[config.mk]
export PLATFORM = sky130hd
export DESIGN_NAME = ccfa_core
export DESIGN_NICKNAME = d
export VERILOG_FILES = /design/src/inc/ccfa_pkg.sv /design/src/hdl/ccfa_core.sv
export VERILOG_INCLUDE_DIRS = /design/src /design/src/inc
export SDC_FILE = /design/constraint.sdc
export NUM_CORES = 1
export LEC_CHECK = 0
export BUFFER_PORTS_ARGS = -buffer_cell sky130_fd_sc_hd__buf_2
export CELL_PAD_IN_SITES_DETAIL_PLACEMENT = 0
export CELL_PAD_IN_SITES_GLOBAL_PLACEMENT = 1
export CORE_MARGIN = 1
export CORE_UTILIZATION = 44
export CTS_BUF_LIST = sky130_fd_sc_hd__clkbuf_8
export DETAILED_ROUTE_END_ITERATION = 10
export PLACE_DENSITY = 0.9
export RECOVER_POWER = 100
export SLEW_MARGIN = 5
export SYNTH_ARGS = -nofsm -noshare
export SYNTH_HDL_FRONTEND = slang
export SYNTH_SLANG_ARGS = --single-unit
[constraint.sdc]
create_clock -name clk -period 11.45 [get_ports clk]
set_clock_uncertainty 0.2 [all_clocks]
set_input_delay 1.145 -clock clk [delete_from_list [all_inputs] [get_ports clk]]
set_output_delay 1.145 -clock clk [all_outputs]
set_load 0.01 [all_outputs]
[src/inc/ccfa_map.svh]
// Purpose: status words, codes and limits of the card command block
// Assumes: included by its bare name
// Notes:   definitions only
`ifndef CCFA_MAP_SVH
`define CCFA_MAP_SVH
`define CCFA_SW_OK       16'h9000
`define CCFA_SW1_PEND    8'h91
`define CCFA_SW_BUSY     16'h9300
`define CCFA_SW_NOREC    16'h6a83
`define CCFA_SW_BADP     16'h6b00
`define CCFA_SW_NOFILE   16'h6a82
`define CCFA_SW_NOTALW   16'h6985
`define CCFA_SW_BADINS   16'h6d00
`define CCFA_SW_ACCFAIL  16'h6f00
`define CCFA_INS_FETCH   8'h12
`define CCFA_INS_TRSP    8'h14
`define CCFA_MAX_RECS    8'hfe
`define CCFA_MAX_CYC_LEN 8'hfe
`define CCFA_FID_TELECOM 16'h7f10
`define CCFA_FIRST_REC   8'h01
`define CCFA_OFS_ZERO    16'h0000
`endif

[src/inc/ccfa_pkg.sv]
// Purpose: types of the card command block
// Assumes: nothing
// Notes:   mode and file type codes are set by the file store
package ccfa_pkg;
  typedef enum logic [1:0] {MODE_ABS, MODE_NEXT, MODE_PREV, MODE_CUR} ccfa_mode_t;
  typedef enum logic [1:0] {FT_NONE, FT_TRANSP, FT_LINEAR, FT_CYCLIC} ccfa_ftype_t;
  typedef enum logic [1:0] {CASE_1, CASE_2, CASE_3, CASE_4} ccfa_case_t;
  typedef enum {ST_IDLE, ST_ACCESS, ST_RESP} ccfa_state_t;
endpackage : ccfa_pkg

[src/hdl/ccfa_core.sv]
// Purpose: card-side command interpreter and file addressing
// Assumes: decoded command fields and current file attributes arrive on clk
// Notes:   file data lives in an outside store reached by the acc* handshake
// What this block does
// - classify each exchange into one of four cases
// - replace 9000 by 91XX while proactive command waits, except on fetch
// - envelope answered 9300 while toolkit is busy
// - transparent access by byte offset from zero
// - linear records equal length, numbered from one
// - unset pointer: next gives first, previous last
// - linear next refused at last, previous at first
// - linear records reachable by number and search
// - failed record operation keeps previous pointer
// - linear file: 254 records, 255 bytes max
// - cyclic write replaces the oldest record
// - cyclic next after record n wraps to 1
// - cyclic previous before record 1 wraps to n
// - cyclic record 1 newest, record n oldest
// - cyclic write by previous only
// - cyclic file: 254 records, 254 bytes max
// - telecom directory 7F10 only under master directory
// - short identifier makes file current, clears pointer
`timescale 1ns/1ps
`include "ccfa_map.svh"
module ccfa_core
  import ccfa_pkg::*;
#(
  parameter logic [7:0] INS_SELECT   = 8'h01,
  parameter logic [7:0] INS_READ_BIN = 8'h02,
  parameter logic [7:0] INS_UPD_BIN  = 8'h03,
  parameter logic [7:0] INS_READ_REC = 8'h04,
  parameter logic [7:0] INS_UPD_REC  = 8'h05,
  parameter logic [7:0] INS_SEARCH   = 8'h06,
  parameter logic [7:0] INS_ENVELOPE = 8'h07
) (
  input  wire logic        clk,
  input  wire logic        arst_n,
  input  wire logic        clkEn,
  input  wire logic        cmdValid,
  input  wire logic [7:0]  cmdIns,
  input  wire ccfa_mode_t  cmdMode,
  input  wire logic [7:0]  cmdRecNum,
  input  wire logic [15:0] cmdOffset,
  input  wire logic [7:0]  cmdLen,
  input  wire logic        cmdHasData,
  input  wire logic        cmdSfiValid,
  input  wire logic [15:0] cmdFid,
  input  wire logic        dirIsMaster,
  input  wire ccfa_ftype_t fileType,
  input  wire logic [7:0]  fileRecLen,
  input  wire logic [7:0]  fileRecCount,
  input  wire logic [15:0] fileSize,
  input  wire logic [7:0]  fileHead,
  input  wire logic        proactivePending,
  input  wire logic [7:0]  proactiveLen,
  input  wire logic        toolkitBusy,
  input  wire logic        envWarn,
  input  wire logic [15:0] envWarnSw,
  input  wire logic [7:0]  envRspLen,
  input  wire logic        accDone,
  input  wire logic        accOk,
  input  wire logic [7:0]  accHitRec,
  output logic             cmdReady,
  output logic             accValid,
  output logic             accWrite,
  output logic             accSearch,
  output logic [15:0]      accAddr,
  output logic [7:0]       accLen,
  output logic [7:0]       accRec,
  output logic             rspValid,
  output logic [15:0]      rspSw,
  output logic [7:0]       rspLen,
  output ccfa_case_t       rspCase,
  output logic [7:0]       recPtr,
  output logic             recPtrSet,
  output logic [7:0]       cycHead,
  output logic [15:0]      selFileLen,
  output logic [7:0]       selRecLen,
  output logic [15:0]      selTotal
);
  // ---------------------------------------------------------------
  // decode
  // ---------------------------------------------------------------
  ccfa_state_t st;
  logic        effSet, isCyc, isRec, cycUpd, recBad, isFetch;
  logic        dNeedAcc, lRecOp, lCycUpd, lCmdData, lFetch;
  logic [15:0] dSw, dAddr;
  logic [7:0]  dRec, dSlot, dRspLen, newHead, lRspLen, lNewHead;
  logic [8:0]  sum9;

  function automatic logic [15:0] finSw(input logic [15:0] sw, input logic fetch,
                                        input logic pend, input logic [7:0] plen);
    // only a clean completion may carry the pending notice
    finSw = (sw == `CCFA_SW_OK && pend && !fetch) ? {`CCFA_SW1_PEND, plen} : sw;
  endfunction : finSw

  always_comb begin
    effSet   = recPtrSet && !cmdSfiValid;
    isCyc    = fileType == FT_CYCLIC;
    isFetch  = cmdIns == `CCFA_INS_FETCH;
    isRec    = cmdIns == INS_READ_REC || cmdIns == INS_UPD_REC;
    cycUpd   = isCyc && cmdIns == INS_UPD_REC;
    // 255-byte linear cap is the width of fileRecLen itself
    recBad   = fileRecCount == 8'h00 || fileRecCount > `CCFA_MAX_RECS ||
               fileRecLen == 8'h00 || (isCyc && fileRecLen > `CCFA_MAX_CYC_LEN);
    dSw      = `CCFA_SW_OK;
    dRec     = `CCFA_FIRST_REC;
    dNeedAcc = 1'b0;
    dRspLen  = 8'h00;
    dAddr    = `CCFA_OFS_ZERO;
    unique case (cmdMode)
      MODE_ABS: begin
        dRec = cmdRecNum;
        if (cmdRecNum == 8'h00 || cmdRecNum > fileRecCount) dSw = `CCFA_SW_NOREC;
      end
      MODE_NEXT: begin
        if (!effSet) dRec = `CCFA_FIRST_REC;
        else if (recPtr != fileRecCount) dRec = recPtr + 8'h01;
        else if (isCyc) dRec = `CCFA_FIRST_REC;
        else dSw = `CCFA_SW_NOREC;
      end
      MODE_PREV: begin
        if (!effSet) dRec = fileRecCount;
        else if (recPtr != `CCFA_FIRST_REC) dRec = recPtr - 8'h01;
        else if (isCyc) dRec = fileRecCount;
        else dSw = `CCFA_SW_NOREC;
      end
      MODE_CUR: begin
        dRec = recPtr;
        if (!effSet) dSw = `CCFA_SW_NOREC;
      end
    endcase
    // a cyclic write always lands on the slot before the newest one
    newHead = (cycHead == 8'h00) ? fileRecCount - 8'h01 : cycHead - 8'h01;
    if (cycUpd) begin
      dRec = `CCFA_FIRST_REC;
      dSw  = (cmdMode == MODE_PREV) ? `CCFA_SW_OK : `CCFA_SW_NOTALW;
    end
    sum9 = {1'b0, cycHead} + {1'b0, dRec} - 9'h001;
    if (!isCyc) dSlot = dRec - 8'h01;
    else if (cycUpd) dSlot = newHead;
    else if (sum9 >= {1'b0, fileRecCount}) dSlot = 8'(sum9 - {1'b0, fileRecCount});
    else dSlot = sum9[7:0];
    // pointer-mode errors only concern record commands
    if (!isRec) dSw = `CCFA_SW_OK;
    if (isFetch) begin
      if (proactivePending) dRspLen = proactiveLen;
      else dSw = `CCFA_SW_NOTALW;
    end else if (cmdIns == `CCFA_INS_TRSP) begin
      dRspLen = 8'h00;
    end else if (cmdIns == INS_ENVELOPE) begin
      if (toolkitBusy) dSw = `CCFA_SW_BUSY;
      else begin
        dSw     = envWarn ? envWarnSw : `CCFA_SW_OK;
        dRspLen = envRspLen;
      end
    end else if (cmdIns == INS_SELECT) begin
      if (cmdFid == `CCFA_FID_TELECOM && !dirIsMaster) dSw = `CCFA_SW_NOFILE;
      else dRspLen = cmdLen;
    end else if (cmdIns == INS_READ_BIN || cmdIns == INS_UPD_BIN) begin
      dAddr = cmdOffset;
      if (fileType != FT_TRANSP) dSw = `CCFA_SW_NOTALW;
      else if ({1'b0, cmdOffset} + {9'h000, cmdLen} > {1'b0, fileSize}) dSw = `CCFA_SW_BADP;
      else begin
        dNeedAcc = 1'b1;
        if (cmdIns == INS_READ_BIN) dRspLen = cmdLen;
      end
    end else if (isRec || cmdIns == INS_SEARCH) begin
      dAddr = dSlot * fileRecLen;
      if ((fileType != FT_LINEAR && !isCyc) || recBad) dSw = `CCFA_SW_NOTALW;
      else if (cmdIns == INS_SEARCH) begin
        dSw      = `CCFA_SW_OK;
        dNeedAcc = 1'b1;
      end else begin
        dNeedAcc = dSw == `CCFA_SW_OK;
        if (cmdIns == INS_READ_REC) dRspLen = fileRecLen;
      end
    end else begin
      dSw = `CCFA_SW_BADINS;
    end
  end

  // ---------------------------------------------------------------
  // sequencing
  // ---------------------------------------------------------------
  assign cmdReady = st == ST_IDLE;
  assign accValid = st == ST_ACCESS;
  assign rspValid = st == ST_RESP;

  always_ff @(posedge clk or negedge arst_n) begin
    if (!arst_n) begin
      st <= ST_IDLE;
    end else if (clkEn) begin
      unique case (st)
        ST_IDLE:   if (cmdValid) st <= (dNeedAcc && dSw == `CCFA_SW_OK) ? ST_ACCESS : ST_RESP;
        ST_ACCESS: if (accDone) st <= ST_RESP;
        ST_RESP:   st <= ST_IDLE;
      endcase
    end
  end

  always_ff @(posedge clk or negedge arst_n) begin
    if (!arst_n) begin
      accWrite  <= 1'b0;
      accSearch <= 1'b0;
      accAddr   <= 16'h0000;
      accLen    <= 8'h00;
      accRec    <= 8'h00;
      lRecOp    <= 1'b0;
      lCycUpd   <= 1'b0;
      lNewHead  <= 8'h00;
      lRspLen   <= 8'h00;
      lCmdData  <= 1'b0;
      lFetch    <= 1'b0;
    end else if (clkEn && st == ST_IDLE && cmdValid) begin
      accWrite  <= cmdIns == INS_UPD_BIN || cmdIns == INS_UPD_REC;
      accSearch <= cmdIns == INS_SEARCH;
      accAddr   <= dAddr;
      accLen    <= isRec ? fileRecLen : cmdLen;
      accRec    <= dRec;
      lRecOp    <= isRec || cmdIns == INS_SEARCH;
      lCycUpd   <= cycUpd;
      lNewHead  <= newHead;
      lRspLen   <= dRspLen;
      lCmdData  <= cmdHasData;
      lFetch    <= isFetch;
    end
  end

  always_ff @(posedge clk or negedge arst_n) begin
    if (!arst_n) begin
      rspSw   <= `CCFA_SW_OK;
      rspLen  <= 8'h00;
      rspCase <= CASE_1;
    end else if (clkEn) begin
      if (st == ST_IDLE && cmdValid && !(dNeedAcc && dSw == `CCFA_SW_OK)) begin
        rspSw   <= finSw(dSw, isFetch, proactivePending, proactiveLen);
        rspLen  <= (dSw == `CCFA_SW_OK || dSw[15:9] == 7'h31) ? dRspLen : 8'h00;
        rspCase <= ccfa_case_t'({cmdHasData, dRspLen != 8'h00});
      end else if (st == ST_ACCESS && accDone) begin
        rspSw   <= finSw(accOk ? `CCFA_SW_OK : `CCFA_SW_ACCFAIL, lFetch,
                         proactivePending, proactiveLen);
        rspLen  <= accOk ? lRspLen : 8'h00;
        rspCase <= ccfa_case_t'({lCmdData, accOk && lRspLen != 8'h00});
      end
    end
  end

  // ---------------------------------------------------------------
  // record pointer and file info
  // ---------------------------------------------------------------
  always_ff @(posedge clk or negedge arst_n) begin
    if (!arst_n) begin
      recPtr    <= 8'h00;
      recPtrSet <= 1'b0;
      cycHead   <= 8'h00;
    end else if (clkEn) begin
      if (st == ST_IDLE && cmdValid && cmdIns == INS_SELECT && dSw == `CCFA_SW_OK) begin
        recPtrSet <= 1'b0;
        cycHead   <= fileHead;
      end else if (st == ST_IDLE && cmdValid && (isRec || cmdIns == INS_SEARCH) &&
                   cmdSfiValid) begin
        recPtrSet <= 1'b0;
      end else if (st == ST_ACCESS && accDone && accOk && lRecOp) begin
        recPtrSet <= 1'b1;
        recPtr    <= accSearch ? accHitRec : accRec;
        if (lCycUpd) cycHead <= lNewHead;
      end
    end
  end

  always_ff @(posedge clk or negedge arst_n) begin
    if (!arst_n) begin
      selFileLen <= 16'h0000;
      selRecLen  <= 8'h00;
      selTotal   <= 16'h0000;
    end else if (clkEn && st == ST_IDLE && cmdValid && cmdIns == INS_SELECT) begin
      selFileLen <= fileSize;
      selRecLen  <= fileRecLen;
      selTotal   <= fileRecLen * fileRecCount;
    end
  end

  // ---------------------------------------------------------------
  // checks
  // ---------------------------------------------------------------
  logic go;
  assign go = st == ST_IDLE && cmdValid;

  property p_ptrKeep;
    @(posedge clk iff clkEn) disable iff (!arst_n)
      (st == ST_ACCESS && accDone && !accOk) |=>
        (recPtr == $past(recPtr) && recPtrSet == $past(recPtrSet) && rspValid);
  endproperty
  a_ptrKeep: assert property (p_ptrKeep) else $error("pointer moved on failed access");

  property p_busy;
    @(posedge clk iff clkEn) disable iff (!arst_n)
      (go && cmdIns == INS_ENVELOPE && toolkitBusy) |=> (rspValid && rspSw == `CCFA_SW_BUSY);
  endproperty
  a_busy: assert property (p_busy) else $error("busy envelope not answered 9300");

  property p_fetch;
    @(posedge clk iff clkEn) disable iff (!arst_n)
      (go && isFetch && proactivePending) |=>
        (rspValid && rspSw == `CCFA_SW_OK && rspLen == $past(proactiveLen));
  endproperty
  a_fetch: assert property (p_fetch) else $error("fetch answer wrong");

  property p_pend;
    @(posedge clk iff clkEn) disable iff (!arst_n)
      (go && cmdIns == `CCFA_INS_TRSP && proactivePending) |=>
        (rspSw == {`CCFA_SW1_PEND, $past(proactiveLen)});
  endproperty
  a_pend: assert property (p_pend) else $error("pending notice missing");

  property p_wrapNext;
    @(posedge clk iff clkEn) disable iff (!arst_n)
      (go && cmdIns == INS_READ_REC && isCyc && !recBad && cmdMode == MODE_NEXT &&
       effSet && recPtr == fileRecCount) |=> (accValid && accRec == `CCFA_FIRST_REC);
  endproperty
  a_wrapNext: assert property (p_wrapNext) else $error("cyclic next did not wrap");

  property p_wrapPrev;
    @(posedge clk iff clkEn) disable iff (!arst_n)
      (go && cmdIns == INS_READ_REC && isCyc && !recBad && cmdMode == MODE_PREV &&
       effSet && recPtr == `CCFA_FIRST_REC) |=> (accValid && accRec == $past(fileRecCount));
  endproperty
  a_wrapPrev: assert property (p_wrapPrev) else $error("cyclic previous did not wrap");

  property p_linEnd;
    @(posedge clk iff clkEn) disable iff (!arst_n)
      (go && isRec && fileType == FT_LINEAR && !recBad && cmdMode == MODE_NEXT &&
       effSet && recPtr == fileRecCount) |=> (rspValid && rspSw[15:8] == 8'h6a);
  endproperty
  a_linEnd: assert property (p_linEnd) else $error("linear next past end accepted");

  property p_cycPrev;
    @(posedge clk iff clkEn) disable iff (!arst_n)
      (go && cycUpd && !recBad && cmdMode != MODE_PREV) |=> (rspValid && !accValid);
  endproperty
  a_cycPrev: assert property (p_cycPrev) else $error("cyclic write not by previous");

  property p_select;
    @(posedge clk iff clkEn) disable iff (!arst_n)
      (go && cmdIns == INS_SELECT && (cmdFid != `CCFA_FID_TELECOM || dirIsMaster)) |=>
        (!recPtrSet && cycHead == $past(fileHead));
  endproperty
  a_select: assert property (p_select) else $error("select left pointer set");

  property p_limit;
    @(posedge clk iff clkEn) disable iff (!arst_n)
      (go && isRec && fileRecCount > `CCFA_MAX_RECS) |=> (rspValid && rspSw == `CCFA_SW_NOTALW);
  endproperty
  a_limit: assert property (p_limit) else $error("oversized file accepted");
endmodule : ccfa_core

---- Word-level counts from Yosys, hierarchy flattened ----
Cells that the tools add are included.
word-level totals
  flip-flop bits (word level) ............. 169
  latch bits .............................. 0
  bits in writable memories ............... 0
  memory bits (read-only) ................. 0
  logic and storage cells ................. 216
  memories ................................ 0
cells by class
  add/subtract/negate cells ............... 9
  $mul .................................... 2
  divide/modulo/power cells ............... 0
  $lt $le $gt $ge ......................... 5
  eq/ne operators ......................... 29
  shift-type cells ........................ 0
  muxes and demuxes ....................... 91
  bitwise gates (word level) .............. 2
  reduce and logical (&&, ||, !) cells .... 57
operators by type and width
  kind                                                                count
  16-bit two-way mux                                                  35
  8-bit two-way mux                                                   35
  32-bit case mux with 3 select lines                                 1
  32-bit by 2-bit == test with 1-bit output, second input constant    2
  32-bit zero test                                                    2
  32-bit two-way mux                                                  2
  16-bit case mux with 4 select lines                                 1
  16-bit == test, second input constant                               3
  32-bit by 1-bit == test with 1-bit output, second input constant    1
  32-bit by 3-bit == test with 1-bit output, second input constant    1
  8-bit by 3-bit == test with 1-bit output, second input constant     4
  8-bit zero test                                                     4
  8-bit by 8-bit multiplier with 16-bit output                        2
  8-bit case mux with 4 select lines                                  1
  8-bit by 1-bit subtractor with 8-bit output, second input constant  4
  1-bit logical AND                                                   23
  16-bit by 8-bit adder with 17-bit output                            1
  17-bit by 16-bit greater-than comparator with 1-bit output          1
  16-bit by 15-bit == test with 1-bit output, second input constant   1
  8-bit by 2-bit == test with 1-bit output, second input constant     2
  8-bit by 5-bit == test with 1-bit output, second input constant     2
  8-bit greater-than comparator, second input constant                2
  8-bit nonzero test                                                  2
  1-bit two-way mux                                                   13
  other kinds (24)                                                    50

---- Longest topological paths before layout ----
  depth in word-level cells ............... 21
  gate-level depth with buffers ........... 44
  depth with buffers taken out ............ 43

---- Worst setup path after synthesis ----
Ideal clock, no wire load.
  path type ............................... in2reg
  start ................................... in fileRecCount[6]
  end ..................................... reg accAddr[15]
  arrival time ............................ 9.374 ns
  data required time ...................... 11.119 ns
  path slack .............................. 1.746 ns
  cell stages on the path ................. 42
  buffers on the path ..................... 2
  path through ............................ clkbuf_1 xnor2_1 nand4_1 o21ai_2 o21ai_0 a221oi_1 or2_1 clkbuf_1 ha_1 inv_1 ha_1 nand3_1 o211ai_1 nor2_1 xnor2_1 ha_1 a21oi_1 o21a_1 [6 not listed] nand2_1 fa_1 fa_1 inv_1 fa_1 inv_1 fa_1 inv_1 ha_1 inv_1 o21bai_1 a21oi_1 o21bai_1 nand4_1 and4_1 or3_1 xnor2_1 o21ai_0
on the way
  longest elaborated chain between the ends .. 18
  elaborated cells on any way between the ends .. 25
  those cells by class .................... 5 x add/sub; 1 x mul; 1 x order compare; 1 x eq/ne; 17 x mux
ends and longest elaborated chain
  item                                                                                              RTL line                            text
  start, declared                                                                                   ccfa_core.sv:51                     input wire logic [7:0] fileRecCount,
  8-bit inequality test or 8-bit two-way mux (tied branches)                                        ccfa_core.sv:118, ccfa_core.sv:125
  8-bit two-way mux (on tied branches)                                                              ccfa_core.sv:118, ccfa_core.sv:124
  8-bit two-way mux (on tied branches)                                                              ccfa_core.sv:117, ccfa_core.sv:123
  8-bit case mux with 4 select lines                                                                ccfa_core.sv:111                    unique case (cmdMode)
  8-bit two-way mux                                                                                 ccfa_core.sv:135                    if (cycUpd) begin
  8-bit by 8-bit adder with 9-bit output                                                            ccfa_core.sv:139                    sum9 = {1'b0, cycHead} + {1'b0, dRec} - 9'h001;
  9-bit by 1-bit subtractor with 9-bit output                                                       ccfa_core.sv:139
  8-bit subtractor or 9-bit by 8-bit greater-or-equal comparator with 1-bit output (tied branches)  ccfa_core.sv:142                    else if (sum9 >= {1'b0, fileRecCount}) dSlot = 8'(sum9 - {1'b0, fileRecCount});
  [2 not listed]                                                                                    n/a
  8-bit two-way mux (*)                                                                             ccfa_core.sv:140                    if (!isCyc) dSlot = dRec - 8'h01;
  8-bit by 8-bit multiplier with 16-bit output (*)                                                  ccfa_core.sv:169                    dAddr = dSlot * fileRecLen;
  16-bit two-way mux (*)                                                                            ccfa_core.sv:168                    end else if (isRec || cmdIns == INS_SEARCH) begin
  16-bit two-way mux (*)                                                                            ccfa_core.sv:160                    end else if (cmdIns == INS_READ_BIN || cmdIns == INS_UPD_BIN) begin
  16-bit two-way mux (*)                                                                            ccfa_core.sv:157                    end else if (cmdIns == INS_SELECT) begin
  16-bit two-way mux (*)                                                                            ccfa_core.sv:151                    end else if (cmdIns == INS_ENVELOPE) begin
  16-bit two-way mux (*)                                                                            ccfa_core.sv:149                    end else if (cmdIns == `CCFA_INS_TRSP) begin
  16-bit two-way mux (*)                                                                            ccfa_core.sv:146                    if (isFetch) begin
  end signal, assigned                                                                              ccfa_core.sv:218                    accAddr <= dAddr;
  end, declared                                                                                     ccfa_core.sv:67                     output logic [15:0] accAddr,
Every way passes the cells marked *; elsewhere a longest branch is shown, timed or not.
A chain may end at the register's enable or synchronous reset.

---- Final worst setup path ----
  start ................................... in fileRecCount[3]
  end ..................................... reg accAddr[15]
The elaborated chain is that of the path after synthesis.

==> flow_metrics.env <==
export IMPL_ys_seq_area_share_pct=24.60
export IMPL_hold_path_class="register to register"
export IMPL_num_nets_final=2226
export IMPL_maxCapViolCount=4
export IMPL_worst_pin_slew_ns=5.119
export IMPL_drc=1
export IMPL_cts_htree_levels=4
export IMPL_timing_critical_path_mode_cell="inv_1"
export IMPL_grt_pass1_vias=12683
export IMPL_avgSynthCellArea_um2=8.608
export IMPL_drv_slew=301
export IMPL_dp_cells=2246
export IMPL_fin_area_um2=15960
export IMPL_cts_sinks=139
export IMPL_ioPinCount=272
export IMPL_synthArstFlopShare_pct=100.0
export IMPL_synth_cells=1644
export IMPL_finalHoldViolations=0
export IMPL_finalCritPeriodShare_pct=92.49
export IMPL_final_cell_mix="nand2_1 (196), inv_1 (180), buf_2 (150)"
export IMPL_yosysWarningCount=0
export IMPL_ys_flop_type="dfrtp_1"
export IMPL_rsz0062_at_grt="false"
export IMPL_path_class="input pin to register"
export IMPL_peakVddDrop_mv=0.1200
export IMPL_layout_drive_gt1_share_pct=12.96
export IMPL_setup_violations=0
export IMPL_r2r_cells=41
export IMPL_cpPeakStageDelay_ns=0.55
export IMPL_post_cts_buffers=0
export IMPL_worst_hold_slack_ns=0.2786
export IMPL_layout_commonest_cell="nand2_1"
export IMPL_ys_ff_latch=139
export IMPL_p_sw_share_pct=43.22
export IMPL_die_area_um2=32890
export IMPL_violations="DRC, capacitance limit, slew limit"
export IMPL_pwr_share_seq_pct=26.2
export IMPL_firstDrtPassIters=11
export IMPL_cp_slowest_cell="fa_1"
export IMPL_cp_end_kind="register"
export IMPL_hold_depth=2
export IMPL_n_fill_cell=3182
export IMPL_wl_per_cell_um=20.08
export IMPL_dpl_hpwl_um=35830
export IMPL_synthToLayoutAreaGrowth_pct=12.74
export IMPL_rows=65
export IMPL_max_slew_margin_pct=-241.2
export IMPL_path_clk_slew_ns=0.09
export IMPL_syn_nets=2007
export IMPL_cts_buffers_inserted=17
export IMPL_drtIter0Drc=1093
export IMPL_power_uw=2488
export IMPL_cp_start_kind="input pin"
export IMPL_crit_cells=41
export IMPL_start_util_pct=44.73
export IMPL_grt_max_degree=96
export IMPL_drt_vias_per_instance=5.748
export IMPL_cts_tree="built"
export IMPL_routabilityCongestion=0.9403
export IMPL_combPwrFrac_pct=54.5
export IMPL_leakage_uw=0.007656
export IMPL_ant_nets=0
export IMPL_netlist_area_um2=14150
export IMPL_antenna_found_initial=4
export IMPL_fin_tns_setup_ns=0
export IMPL_placed_area_um2=15760
export IMPL_track_usage_pct=27.87
export IMPL_status="finished, violations left"
export IMPL_p_clk_share_pct=19.3
export IMPL_clk_path_buf_depth=2
export IMPL_via_count=13111
export IMPL_cts_resized=0
export IMPL_worstPathArrival_ns=10.72
export IMPL_fp_dieH_um=181.3
export IMPL_path_max_fanout=14
export IMPL_wirelength_um=45810
export IMPL_clock_root_buffer="clkbuf_8"
export IMPL_synth_edf_count=0
export IMPL_clk_latency_ns=0.47
export IMPL_crit_buf_inv=6
export IMPL_core_area_um2=31640
export IMPL_grt_overflow=0
export IMPL_critical_path_top_delay_family="adder cells"
export IMPL_critPathRequiredTime_ns=11.58
export IMPL_port_buffers=271
export IMPL_ctsHoldBuffers=0
export IMPL_ys_types=92
export IMPL_p_int_uw=1413
export IMPL_layout_cells_non_filler=2281
export IMPL_p_per_area_nw_per_um2=156.0
export IMPL_grt_first_pass_wirelength_um=70840
export IMPL_chipWidth_um=181.3
export IMPL_p_sw_uw=1075
export IMPL_clock_fmax_ghz=0.09443
export IMPL_fin_crit_ns=10.59
[path summary, 6_finish.rpt]
kind / from / slack (ns) / endpoint
worst max-delay path: fileRecCount[3] / 0.86 / accAddr[15]$_DFFE_PN0P_
worst min-delay path: lCycUpd$_DFFE_PN0P_ / 0.28 / lCycUpd$_DFFE_PN0P_
worst max register to register: recPtr[0]$_DFFE_PN0P_ / 1.00 / accAddr[15]$_DFFE_PN0P_
worst min register to register: lCycUpd$_DFFE_PN0P_ / 0.28 / lCycUpd$_DFFE_PN0P_
max in group asynchronous: arst_n / 4.63 / selTotal[5]$_DFFE_PN0P_
min in group asynchronous: arst_n / 2.31 / selFileLen[8]$_DFFE_PN0P_
[registers in the layout, summed over array words and instances, names as in the netlist, 2 cells and up]
register and cells:
accRec 8, lNewHead 8, accAddr 16, selTotal 16, accLen 8, rspSw 16, recPtr 8, selRecLen 8
lRspLen 8, rspCase 2, rspLen 8, cycHead 8, st 2, selFileLen 16
[worst reg2reg max path, delay by kind of cell (launching register included)]
family                   cells  cell delay [ns]
flip-flops                   1             0.64
AO/OA/AOI/OAI               14             2.99
multiplexers                 1             0.20
buffers and inverters        5             0.25
AND/OR/NAND/NOR             10             2.06
XOR/XNOR                     2             0.47
adder cells (fa/ha/maj)      9             3.51
[synthesized netlist by cell type, types with 15 or more instances]
library cell  instances  area [um^2]
nand2_1             196        735.7
clkbuf_1             64        240.2
mux2_2               26        292.8
and3_1               23        143.9
xnor2_1              45        394.1
nand3_1              27        135.1
inv_1               179        671.9
and2_1               79        494.2
nor2_1               71        266.5
o21ai_0             108        540.5
a21oi_1              78        390.4
a22oi_1              17        127.6
xor2_1               26        227.7
ha_1                136         1702
o22ai_1              19        118.9
dfrtp_1             137         3428
nor3_1               23        115.1
mux2i_1              20        200.2
nand4_1              18        112.6
o21bai_1             15        112.6
fa_1                 75         1501
[kinds of logic after synthesis]
family | after synthesis | share of synthesized area [%]
compound gates | 397 | 18.75
xor+xnor | 71 | 4.394
fa+ha+maj | 211 | 22.63
buf+inv | 260 | 7.152
flops | 139 | 24.60
mux | 52 | 4.120
simple gates | 514 | 18.35
[routing by layer]
layer | up-vias | share of wire, % | GRT usage, %
li1 | 6151 | - | -
met1 | 6296 | 43 | 37.03
met2 | 584 | 46 | 44.78
met3 | 80 | 7.9 | 6.188
met4 | 0 | 2.4 | 9.220
met5 | - | 0 | 0
[power groups by stage]
| stage | sequential [uW] | clock [uW] | combinational (uW) |
|---|---|---|---|
| after global routing | 663 | 505 | 1540 |
| final | 652 | 480 | 1360 |
| after global placement | 657 | 0 | 1350 |
| after CTS | 650 | 488 | 1390 |
| after floorplan | 683 | 0 | 951 |
| after detailed placement | 660 | 0 | 1380 |
[final cells by class]
type	count	area [um^2]	area share (%)
tap	402	503.0	3.152
sequential	139	3481	21.82
inverter	180	675.6	4.235
clock buffer	17	234.0	1.466
timing repair buffer	280	1257	7.881
multi-input combinational	1245	9574	60.01
clock inverter	14	220.2	1.380
antenna	4	10.01	0.06274
[metrics by stage]
step | utilization (%) | setup slack (ns)
after CTS | 51.25 | 1.102
after detailed placement | 49.82 | 0.5946
after floorplan | - | 1.746
after global placement | 49.82 | 0.8547
final | 50.43 | 0.8603
after global routing | 50.43 | 0.2575
(Power assumes the default switching activity.)
